===== src/adcctl_pkg.sv =====
/*
  Constants shared by the converter control block: register offsets,
  field positions, reset values and timing counts.
  Assumes an 8-bit register port with word-indexed offsets.
*/
package adcctl_pkg;
  // ----------------------------------------------------------------
  // register offsets
  // ----------------------------------------------------------------
  localparam logic [1:0] OFS_CTRL_PRI = 2'h0;
  localparam logic [1:0] OFS_CTRL_SEC = 2'h1;
  localparam logic [1:0] OFS_RES_HIGH = 2'h2;
  localparam logic [1:0] OFS_RES_LOW = 2'h3;

  // ----------------------------------------------------------------
  // field positions
  // ----------------------------------------------------------------
  localparam int POS_ENABLE = 0;
  localparam int POS_RUN = 1;
  localparam int POS_CHAN_LO = 2;
  localparam int POS_CHAN_HI = 5;
  localparam int POS_CLKSEL_LO = 6;
  localparam int POS_CLKSEL_HI = 7;
  localparam int POS_POSREF = 4;
  localparam int POS_NEGREF = 5;
  localparam int POS_JUSTIFY = 7;

  // ----------------------------------------------------------------
  // reset values and field codes
  // ----------------------------------------------------------------
  localparam logic [7:0] RST_CTRL_PRI = 8'h00;
  localparam logic [7:0] RST_CTRL_SEC = 8'h00;
  localparam logic [7:0] SEC_WRITE_MASK = 8'hB0;
  localparam logic [1:0] CLK_DIV2 = 2'h0;
  localparam logic [1:0] CLK_DIV8 = 2'h1;
  localparam logic [1:0] CLK_DIV32 = 2'h2;
  localparam logic [1:0] CLK_RC = 2'h3;
  localparam logic [3:0] CHAN_LAST_PIN = 4'hD;
  localparam logic [3:0] CHAN_CMP_REF = 4'hE;
  localparam logic [3:0] CHAN_FIXED_REF = 4'hF;

  // ----------------------------------------------------------------
  // timing
  // ----------------------------------------------------------------
  localparam int CONV_BIT_PERIODS = 11;
  localparam int ABORT_BIT_PERIODS = 2;
  localparam int SYS_DIV2 = 2;
  localparam int SYS_DIV8 = 8;
  localparam int SYS_DIV32 = 32;
  localparam int RC_FREQ_KHZ = 500;
  localparam int CORE_FREQ_KHZ = 200000;
  // rc bit period in core cycles, longest time rounds down
  localparam int RC_DIV = CORE_FREQ_KHZ / RC_FREQ_KHZ;
  // one instruction cycle delay before an rc conversion
  localparam int INSTR_CYCLES = 4;

  typedef enum {ST_IDLE, ST_RC_WAIT, ST_CONVERT, ST_ABORT} adcctl_state_t;
endpackage : adcctl_pkg


===== src/adcctl_clkgen.sv =====
/*
  Conversion bit-period tick generator: one-cycle tick per bit period
  for the selected division of the core clock or the internal rc rate.
  Assumes run is high only during a conversion or its abort, which may follow a clear of the enable.
*/
module adcctl_clkgen
  import adcctl_pkg::*;
#(
  parameter int RC_DIVIDE = RC_DIV
) (
  input wire logic clk, // core clock
  input wire logic rst_n, // synchronised reset
  input wire logic run, // counting allowed
  input wire logic [1:0] sel, // conversion clock select
  output logic tick // one bit period elapsed
);
  initial begin
    if (RC_DIVIDE < 2 || RC_DIVIDE > 65536) begin
      $error("rc divide out of range");
    end
  end

  // sixteen bits so the default rc division still fits the counter
  logic [15:0] cnt_q, cnt_d;
  logic [15:0] last;

  // ------------------------------------------------------------
  // divisor for the chosen source
  // ------------------------------------------------------------
  assign last = (sel == CLK_DIV2) ? 16'(SYS_DIV2 - 1) :
                (sel == CLK_DIV8) ? 16'(SYS_DIV8 - 1) :
                (sel == CLK_DIV32) ? 16'(SYS_DIV32 - 1) :
                16'(RC_DIVIDE - 1);
  assign tick = run && (cnt_q >= last);
  assign cnt_d = (!run || tick) ? 16'h0000 : cnt_q + 16'h0001;

  // divider counter, held at zero while idle for a clean first period
  always_ff @(posedge clk or negedge rst_n) begin
    if (!rst_n) begin
      cnt_q <= 16'h0000;
    end else begin
      cnt_q <= cnt_d;
    end
  end
endmodule // adcctl_clkgen


===== src/adcctl_format.sv =====
/*
  Result formatter: spreads a 10-bit result over two bytes, left or
  right justified. Reserved bits are driven as zero.
  Assumes the result input is stable while the bytes are loaded.
*/
module adcctl_format (
  input wire logic [9:0] result, // conversion result
  input wire logic right_just, // one selects right justified
  output logic [7:0] high_byte, // result high byte
  output logic [7:0] low_byte // result low byte
);
  // ------------------------------------------------------------
  // justification select
  // ------------------------------------------------------------
  assign high_byte = right_just ? {6'h00, result[9:8]} :
                     result[9:2];
  assign low_byte = right_just ? result[7:0] :
                    {result[1:0], 6'h00};
endmodule // adcctl_format


===== src/adcctl_top.sv =====
/*
  Converter control and result registers: conversion clock select,
  channel and reference select, enable, run flag, and justified result.
  Assumes a CPU register port with one-cycle strobes, read data one
  cycle later, and an external successive approximation core that
  returns each bit through SAR_BIT in the period after a SAR_ACTIVE pulse.
*/
module adcctl_top
  import adcctl_pkg::*;
#(
  parameter int RC_DIVIDE = RC_DIV,
  parameter int RC_DELAY = INSTR_CYCLES
) (
  input wire logic CORE_CLK, // core clock, 200 MHz
  input wire logic RSTN, // asynchronous reset, active low
  input wire logic [1:0] ADDR, // register index
  input wire logic [7:0] WDATA, // write data
  input wire logic WR, // write strobe
  input wire logic RD, // read strobe
  output logic [7:0] RDATA, // read data, cycle after strobe
  input wire logic SAR_BIT, // comparator decision from the core
  output logic [3:0] INPUT_SEL, // channel routed to the sampler
  output logic CONV_POWER, // converter powered
  output logic POS_REF_PIN, // positive ref from pin, else supply
  output logic NEG_REF_PIN, // negative ref from pin, else ground
  output logic SAMPLE_HOLD, // high: hold, low: acquire
  output logic SAR_ACTIVE, // bit period tick to the core
  output logic DONE_PULSE // conversion done event, one cycle
);
  initial begin
    if (RC_DELAY < 1 || RC_DELAY > 255) begin
      $error("rc delay out of range");
    end
  end

  // ------------------------------------------------------------
  // reset release
  // ------------------------------------------------------------
  logic rst_meta_q, rst_n;

  // two-stage release so the design leaves reset on a clean edge
  always_ff @(posedge CORE_CLK or negedge RSTN) begin
    if (!RSTN) begin
      rst_meta_q <= 1'b0;
      rst_n <= 1'b0;
    end else begin
      rst_meta_q <= 1'b1;
      rst_n <= rst_meta_q;
    end
  end

  // ------------------------------------------------------------
  // declarations
  // ------------------------------------------------------------
  adcctl_state_t state_q, state_d;
  logic [7:0] pri_q, pri_d;
  logic [7:0] sec_q, sec_d;
  logic [7:0] res_high_q, res_high_d;
  logic [7:0] res_low_q, res_low_d;
  logic [9:0] shift_q, shift_d;
  logic [3:0] bits_q, bits_d;
  logic [7:0] wait_q, wait_d;
  logic [7:0] rdata_q, rdata_d;
  logic [3:0] sel_q;
  logic power_q, posref_q, negref_q, hold_q, active_q, done_q;
  logic tick;
  logic [7:0] fmt_high, fmt_low;
  logic wr_pri, wr_sec, wr_high, wr_low;
  logic enable, run_flag, rc_sel, start_req, abort_req;
  logic last_bit, finish;
  logic [1:0] clk_sel;

  // ------------------------------------------------------------
  // address decode
  // ------------------------------------------------------------
  assign wr_pri = WR && (ADDR == OFS_CTRL_PRI);
  assign wr_sec = WR && (ADDR == OFS_CTRL_SEC);
  assign wr_high = WR && (ADDR == OFS_RES_HIGH);
  assign wr_low = WR && (ADDR == OFS_RES_LOW);

  // ------------------------------------------------------------
  // control fields
  // ------------------------------------------------------------
  assign enable = pri_q[POS_ENABLE];
  assign run_flag = pri_q[POS_RUN];
  assign clk_sel = pri_q[POS_CLKSEL_HI:POS_CLKSEL_LO];
  assign rc_sel = (clk_sel == CLK_RC);
  // a start needs the enable set in the same write; an enable already set is not enough
  assign start_req = wr_pri && WDATA[POS_RUN] && !run_flag &&
                     WDATA[POS_ENABLE];
  // clearing the flag or the enable mid-conversion aborts it
  assign abort_req = wr_pri && run_flag &&
                     (!WDATA[POS_RUN] || !WDATA[POS_ENABLE]);
  assign last_bit = (bits_q == 4'(CONV_BIT_PERIODS - 1));
  assign finish = (state_q == ST_CONVERT) && tick && last_bit;

  // ------------------------------------------------------------
  // bit period generator and result formatter
  // ------------------------------------------------------------
  adcctl_clkgen #(
    .RC_DIVIDE(RC_DIVIDE)
  ) u_clkgen (
    .clk(CORE_CLK),
    .rst_n(rst_n),
    .run(state_q == ST_CONVERT || state_q == ST_ABORT),
    .sel(clk_sel),
    .tick(tick)
  );

  adcctl_format u_format (
    .result(shift_d),
    .right_just(sec_q[POS_JUSTIFY]),
    .high_byte(fmt_high),
    .low_byte(fmt_low)
  );

  // ------------------------------------------------------------
  // sequencer next state
  // ------------------------------------------------------------
  always_comb begin
    state_d = state_q;
    bits_d = bits_q;
    wait_d = wait_q;
    shift_d = shift_q;
    case (state_q)
      ST_IDLE: begin
        if (start_req) begin
          bits_d = 4'h0;
          shift_d = 10'h000;
          if (rc_sel) begin
            wait_d = 8'(RC_DELAY - 1);
            state_d = ST_RC_WAIT;
          end else begin
            state_d = ST_CONVERT;
          end
        end
      end
      ST_RC_WAIT: begin
        if (abort_req) begin
          state_d = ST_IDLE;
        end else if (wait_q == 8'h00) begin
          state_d = ST_CONVERT;
        end else begin
          wait_d = wait_q - 8'h01;
        end
      end
      ST_CONVERT: begin
        if (abort_req) begin
          bits_d = 4'h0;
          state_d = ST_ABORT;
        end else if (tick) begin
          // first period samples, the rest shift in one decision each
          if (bits_q != 4'h0) begin
            shift_d = {shift_q[8:0], SAR_BIT};
          end
          bits_d = bits_q + 4'h1;
          if (last_bit) begin
            state_d = ST_IDLE;
          end
        end
      end
      ST_ABORT: begin
        // two ticks of quiet, the first ending the bit period under way (the divider is not restarted), then acquisition resumes
        if (tick) begin
          bits_d = bits_q + 4'h1;
          if (bits_q == 4'(ABORT_BIT_PERIODS - 1)) begin
            state_d = ST_IDLE;
          end
        end
      end
      default: begin
        state_d = ST_IDLE;
      end
    endcase
  end

  // ------------------------------------------------------------
  // register next values
  // ------------------------------------------------------------
  // hardware clear of the run flag on finish; any write to the register wins
  assign pri_d = wr_pri ? {WDATA[7:2], start_req, WDATA[POS_ENABLE]} :
                 finish ? (pri_q & 8'hFD) : pri_q;
  assign sec_d = wr_sec ? (WDATA & SEC_WRITE_MASK) : sec_q;
  // completion loads both bytes on the same edge and beats a write
  assign res_high_d = finish ? fmt_high :
                      wr_high ? WDATA : res_high_q;
  assign res_low_d = finish ? fmt_low :
                     wr_low ? WDATA : res_low_q;
  assign rdata_d = !RD ? 8'h00 :
                   (ADDR == OFS_CTRL_PRI) ? pri_q :
                   (ADDR == OFS_CTRL_SEC) ? sec_q :
                   (ADDR == OFS_RES_HIGH) ? res_high_q :
                   res_low_q;

  // ------------------------------------------------------------
  // sequencer and register state
  // ------------------------------------------------------------
  always_ff @(posedge CORE_CLK or negedge rst_n) begin
    if (!rst_n) begin
      state_q <= ST_IDLE;
      bits_q <= 4'h0;
      wait_q <= 8'h00;
      shift_q <= 10'h000;
      pri_q <= RST_CTRL_PRI;
      sec_q <= RST_CTRL_SEC;
      res_high_q <= 8'h00;
      res_low_q <= 8'h00;
      rdata_q <= 8'h00;
    end else begin
      state_q <= state_d;
      bits_q <= bits_d;
      wait_q <= wait_d;
      shift_q <= shift_d;
      pri_q <= pri_d;
      sec_q <= sec_d;
      res_high_q <= res_high_d;
      res_low_q <= res_low_d;
      rdata_q <= rdata_d;
    end
  end

  // ------------------------------------------------------------
  // analog side outputs, registered
  // ------------------------------------------------------------
  // hold is released only to acquire; the capacitor is never dumped
  always_ff @(posedge CORE_CLK or negedge rst_n) begin
    if (!rst_n) begin
      sel_q <= 4'h0;
      power_q <= 1'b0;
      posref_q <= 1'b0;
      negref_q <= 1'b0;
      hold_q <= 1'b0;
      active_q <= 1'b0;
      done_q <= 1'b0;
    end else begin
      sel_q <= pri_d[POS_CHAN_HI:POS_CHAN_LO];
      power_q <= pri_d[POS_ENABLE];
      posref_q <= sec_d[POS_POSREF];
      negref_q <= sec_d[POS_NEGREF];
      hold_q <= (state_d == ST_CONVERT) || (state_d == ST_ABORT);
      active_q <= (state_q == ST_CONVERT) && tick && !abort_req;
      done_q <= finish;
    end
  end

  assign RDATA = rdata_q;
  assign INPUT_SEL = sel_q;
  assign CONV_POWER = power_q;
  assign POS_REF_PIN = posref_q;
  assign NEG_REF_PIN = negref_q;
  assign SAMPLE_HOLD = hold_q;
  assign SAR_ACTIVE = active_q;
  assign DONE_PULSE = done_q;
endmodule // adcctl_top


===== config.mk =====
export PLATFORM = sky130hd
export DESIGN_NAME = adcctl_top
export DESIGN_NICKNAME = d
export VERILOG_FILES = /design/src/adcctl_pkg.sv /design/src/adcctl_clkgen.sv /design/src/adcctl_format.sv /design/src/adcctl_top.sv
export SDC_FILE = /design/constraint.sdc
export NUM_CORES = 1
export LEC_CHECK = 0
export BUFFER_PORTS_ARGS = -buffer_cell sky130_fd_sc_hd__buf_2
export CORE_MARGIN = 5
export CORE_UTILIZATION = 59
export DETAILED_ROUTE_END_ITERATION = 10
export PLACE_DENSITY_LB_ADDON = 0.05
export SLEW_MARGIN = 20
export SYNTH_ARGS = -nofsm -noshare
export SYNTH_HDL_FRONTEND = slang
export SYNTH_SLANG_ARGS = --single-unit

===== constraint.sdc =====
create_clock -name CORE_CLK -period 4.7 [get_ports CORE_CLK]
set_input_delay 0.47 -clock CORE_CLK [delete_from_list [all_inputs] [get_ports CORE_CLK]]
set_output_delay 0.47 -clock CORE_CLK [all_outputs]
set_load 0.02 [all_outputs]

==> reports/summary.txt <==
Hold Crit Class - in2reg
cell row count - 32
dpl hpwl - 6120 um
layout cells sized above 1 - 0.1826
sequential area share after synthesis - 0.5940
htree depth - 3
CTS tree - built
post-route setup slack - 1.689 ns
Setup violations, final - 0
final wirelength - 8377 um
worst reg2reg path startpoint - pri_q[7]$_DFFE_PN0P_
CP Max Fanout - 17
CP arrival - 3.28 ns
clock sinks - 110
Worst-Margin Slew - 0.6714 ns
Fin Hold WS - 0.3631 ns
die height - 98.63 um
Yosys top cell by area - dfrtp_1
critical path startpoint - pri_q[7]$_DFFE_PN0P_
Global Route Usage Sum - 0.1913
via count - 2863
Yosys Warn Count - 0
Cell Pwr Density - 349.3 nW/um2
CTS root buf - clkbuf_8
vias in the first global route - 2904
grt ovf - 0
PortBufs - 32
kind of critical path - reg2reg
Wirelength per Cell - 15.51 um
Startpoint Class - flip-flop
largest net degree at the start of global routing - 57
Syn Std Cell Area - 4634 um2
worst-skew pair later-pin latency - 0.38 ns
largest cells by area after synthesis - dfrtp_1 59%, mux2_2 3.9%, mux2i_1 3.7%
Yosys cell types - 56
Post-synth top flop - dfrtp_1
Hold Fails Final Rpt - 0
Commonest cells post-synth - 110 x dfrtp_1, 30 x nor2_1, 17 x mux2i_1
Syn Area/Cell - 12.59 um2
initial drt markers - 177
Slew HR - 0.5524
setup TNS - 0 ns
Final min period - 3.011 ns
share of the synthesized area in the top cell type - 0.5940
Vias per Instance - 5.302
Final ANT Viol Nets - 0
Placed Instances - 523
Final Cell Area - 5202 um2
Setup crit end kind - flip-flop
Die ar. - 9728 um2
core region area - 7687 um2
nets - 459
Required @ worst endpoint - 4.97 ns
max-cap violation count - 0
cell with the most instances after synthesis - dfrtp_1
Initial Utilization - 0.6029
DRT Pass-1 Iters - 4
GPL Wtd Cong - 0.8572
clock-pin slew on the worst setup and hold paths - 0.11 ns
Area after DPL - 4987 um2
CTS buffer count - 9
die width - 98.63 um
Slew Limit Fails - 0
post-route clock skew - 0.01731 ns
final critical-path share of the clock period - 0.6407
fmax - 332.1 MHz
Remaining DRCs - 0
terminus of the critical flop-to-flop path - res_low_q[6]$_DFFE_PN0P_
Clock Path Buffers - 2
Worst Setup EP - res_low_q[6]$_DFFE_PN0P_
R2R setup slack - 1.69 ns
antenna violations before repair - 0
ant diodes - 0
IO Pins - 33
depth of the worst register-to-register path - 10
peak supply drop - 249.1 uV
first-pass GRT wire length - 14690 um
leak pwr - 2.501 nW
Post-synth ARST share - 1.000
Post-Synthesis Cells - 368
Post-synth EDFFs - 0
filler-free cell count of the finished design - 540
unrepaired setup endpoints after global routing - false
post-cts resize count - 0
status - finished, final reports clean
#FFs+latches synth - 110
Area Overhead vs Synth - 12.26%
worst slack at placement - 1.748 ns
==> sequential cells by signal, summed over array words and instances, names as in the netlist <==
name and flops:
INPUT_SEL 3, pri_q 5, rst_meta_q 1, res_high_q 8, DONE_PULSE 1, state_q 32, wait_q 8, RDATA 8
bits_q 4, res_low_q 8, sec_q 3, SAMPLE_HOLD 1, rst_n 1, shift_q 10, SAR_ACTIVE 1, u_clkgen.cnt_q 16
==> layout make-up <==
| class | count | area (um2) |
|---|---|---|
| Timing Repair Buffer | 34 | 177.7 |
| Inverter | 15 | 56.30 |
| Tap cell | 102 | 127.6 |
| Multi-Input combinational cell | 263 | 1879 |
| Sequential cell | 110 | 2756 |
| Clock buffer | 9 | 123.9 |
| Fill cell | 612 | 2485 |
| Clock inverter | 7 | 81.33 |
==> per-stage QoR <==
step,util,power (mW)
after floorplan,-,1.210
after global placement,0.6488,1.266
after detailed placement,0.6488,1.270
after CTS,0.6768,1.841
after global routing,0.6768,1.915
final,0.6768,1.817
==> timing repair <==
item                                   4_1_cts  5_1_grt
hold buffers                                 1        0
endpoints found under the hold margin        2        0
buffers inserted                             0        0
==> how the worst min path moves through the flow <==
stage,start,to,depth (start not counted)
finish,WDATA[2],INPUT_SEL[0]$_DFFE_PN0P_,2
global placement,RSTN,rst_meta_q$_DFF_PN0_,1
global route,WDATA[2],INPUT_SEL[0]$_DFFE_PN0P_,2
floorplan,RSTN,rst_meta_q$_DFF_PN0_,0
detailed placement,RSTN,rst_meta_q$_DFF_PN0_,1
CTS,WDATA[2],INPUT_SEL[0]$_DFFE_PN0P_,2
==> critical path, stage by stage, from the launching register on <==
cell and delay [ns]:
dfrtp_1 0.48, nand2_1 0.18, ha_1 0.34, o21a_1 0.11, o31ai_1 0.07, a21oi_1 0.21, nor2_1 0.14, or4b_1 0.65
inv_2 0.28, nand2_1 0.16, o221a_2 0.29
==> metal layers <==
layer	global-route usage	vias up	wire, um	share of wire
met5	0	-	0	0
met4	0.06618	0	114	0.014
met3	0.04246	9	294	0.035
met2	0.2793	48	3797	0.45
met1	0.2852	1395	4171	0.50
li1	-	1411	-	-
==> logic make-up after synthesis <==
group | after synthesis | share of synthesized area
AO/OA/AOI/OAI | 54 | 0.09584
XOR/XNOR | 16 | 0.03024
adder cells (fa/ha/maj) | 11 | 0.02970
buffers and inverters | 30 | 0.02889
flip-flops | 110 | 0.5940
multiplexers | 36 | 0.09017
other | 2 | 0.001620
AND/OR/NAND/NOR | 109 | 0.1296
==> report_power, final <==
| part | switching (mW) | internal, mW |
|---|---|---|
| clock | 0.351 | 0.215 |
| combinational | 0.101 | 0.0876 |
| sequential | 0.0484 | 1.01 |
==> cells in the final DEF, fill, tap and decap left out, types with 3 or more instances in the layout <==
master,n
dfrtp_1,109
conb_1,37
buf_2,32
nor2_1,30
mux2i_1,17
mux2_2,16
inv_1,14
nand2_1,13
nor4_1,12
ha_1,11
xnor2_1,10
o2bb2ai_1,10
nand3_1,9
clkbuf_8,9
a22oi_1,8
nor2b_1,7
a22o_1,7
and2_1,7
xor2_1,6
nor3_1,5
a21oi_1,5
or3_1,5
o22ai_1,4
o21ai_0,4
o21a_1,3
mux4_2,3
a222oi_1,3
No activity file was read; power rests on OpenSTA's default activity.
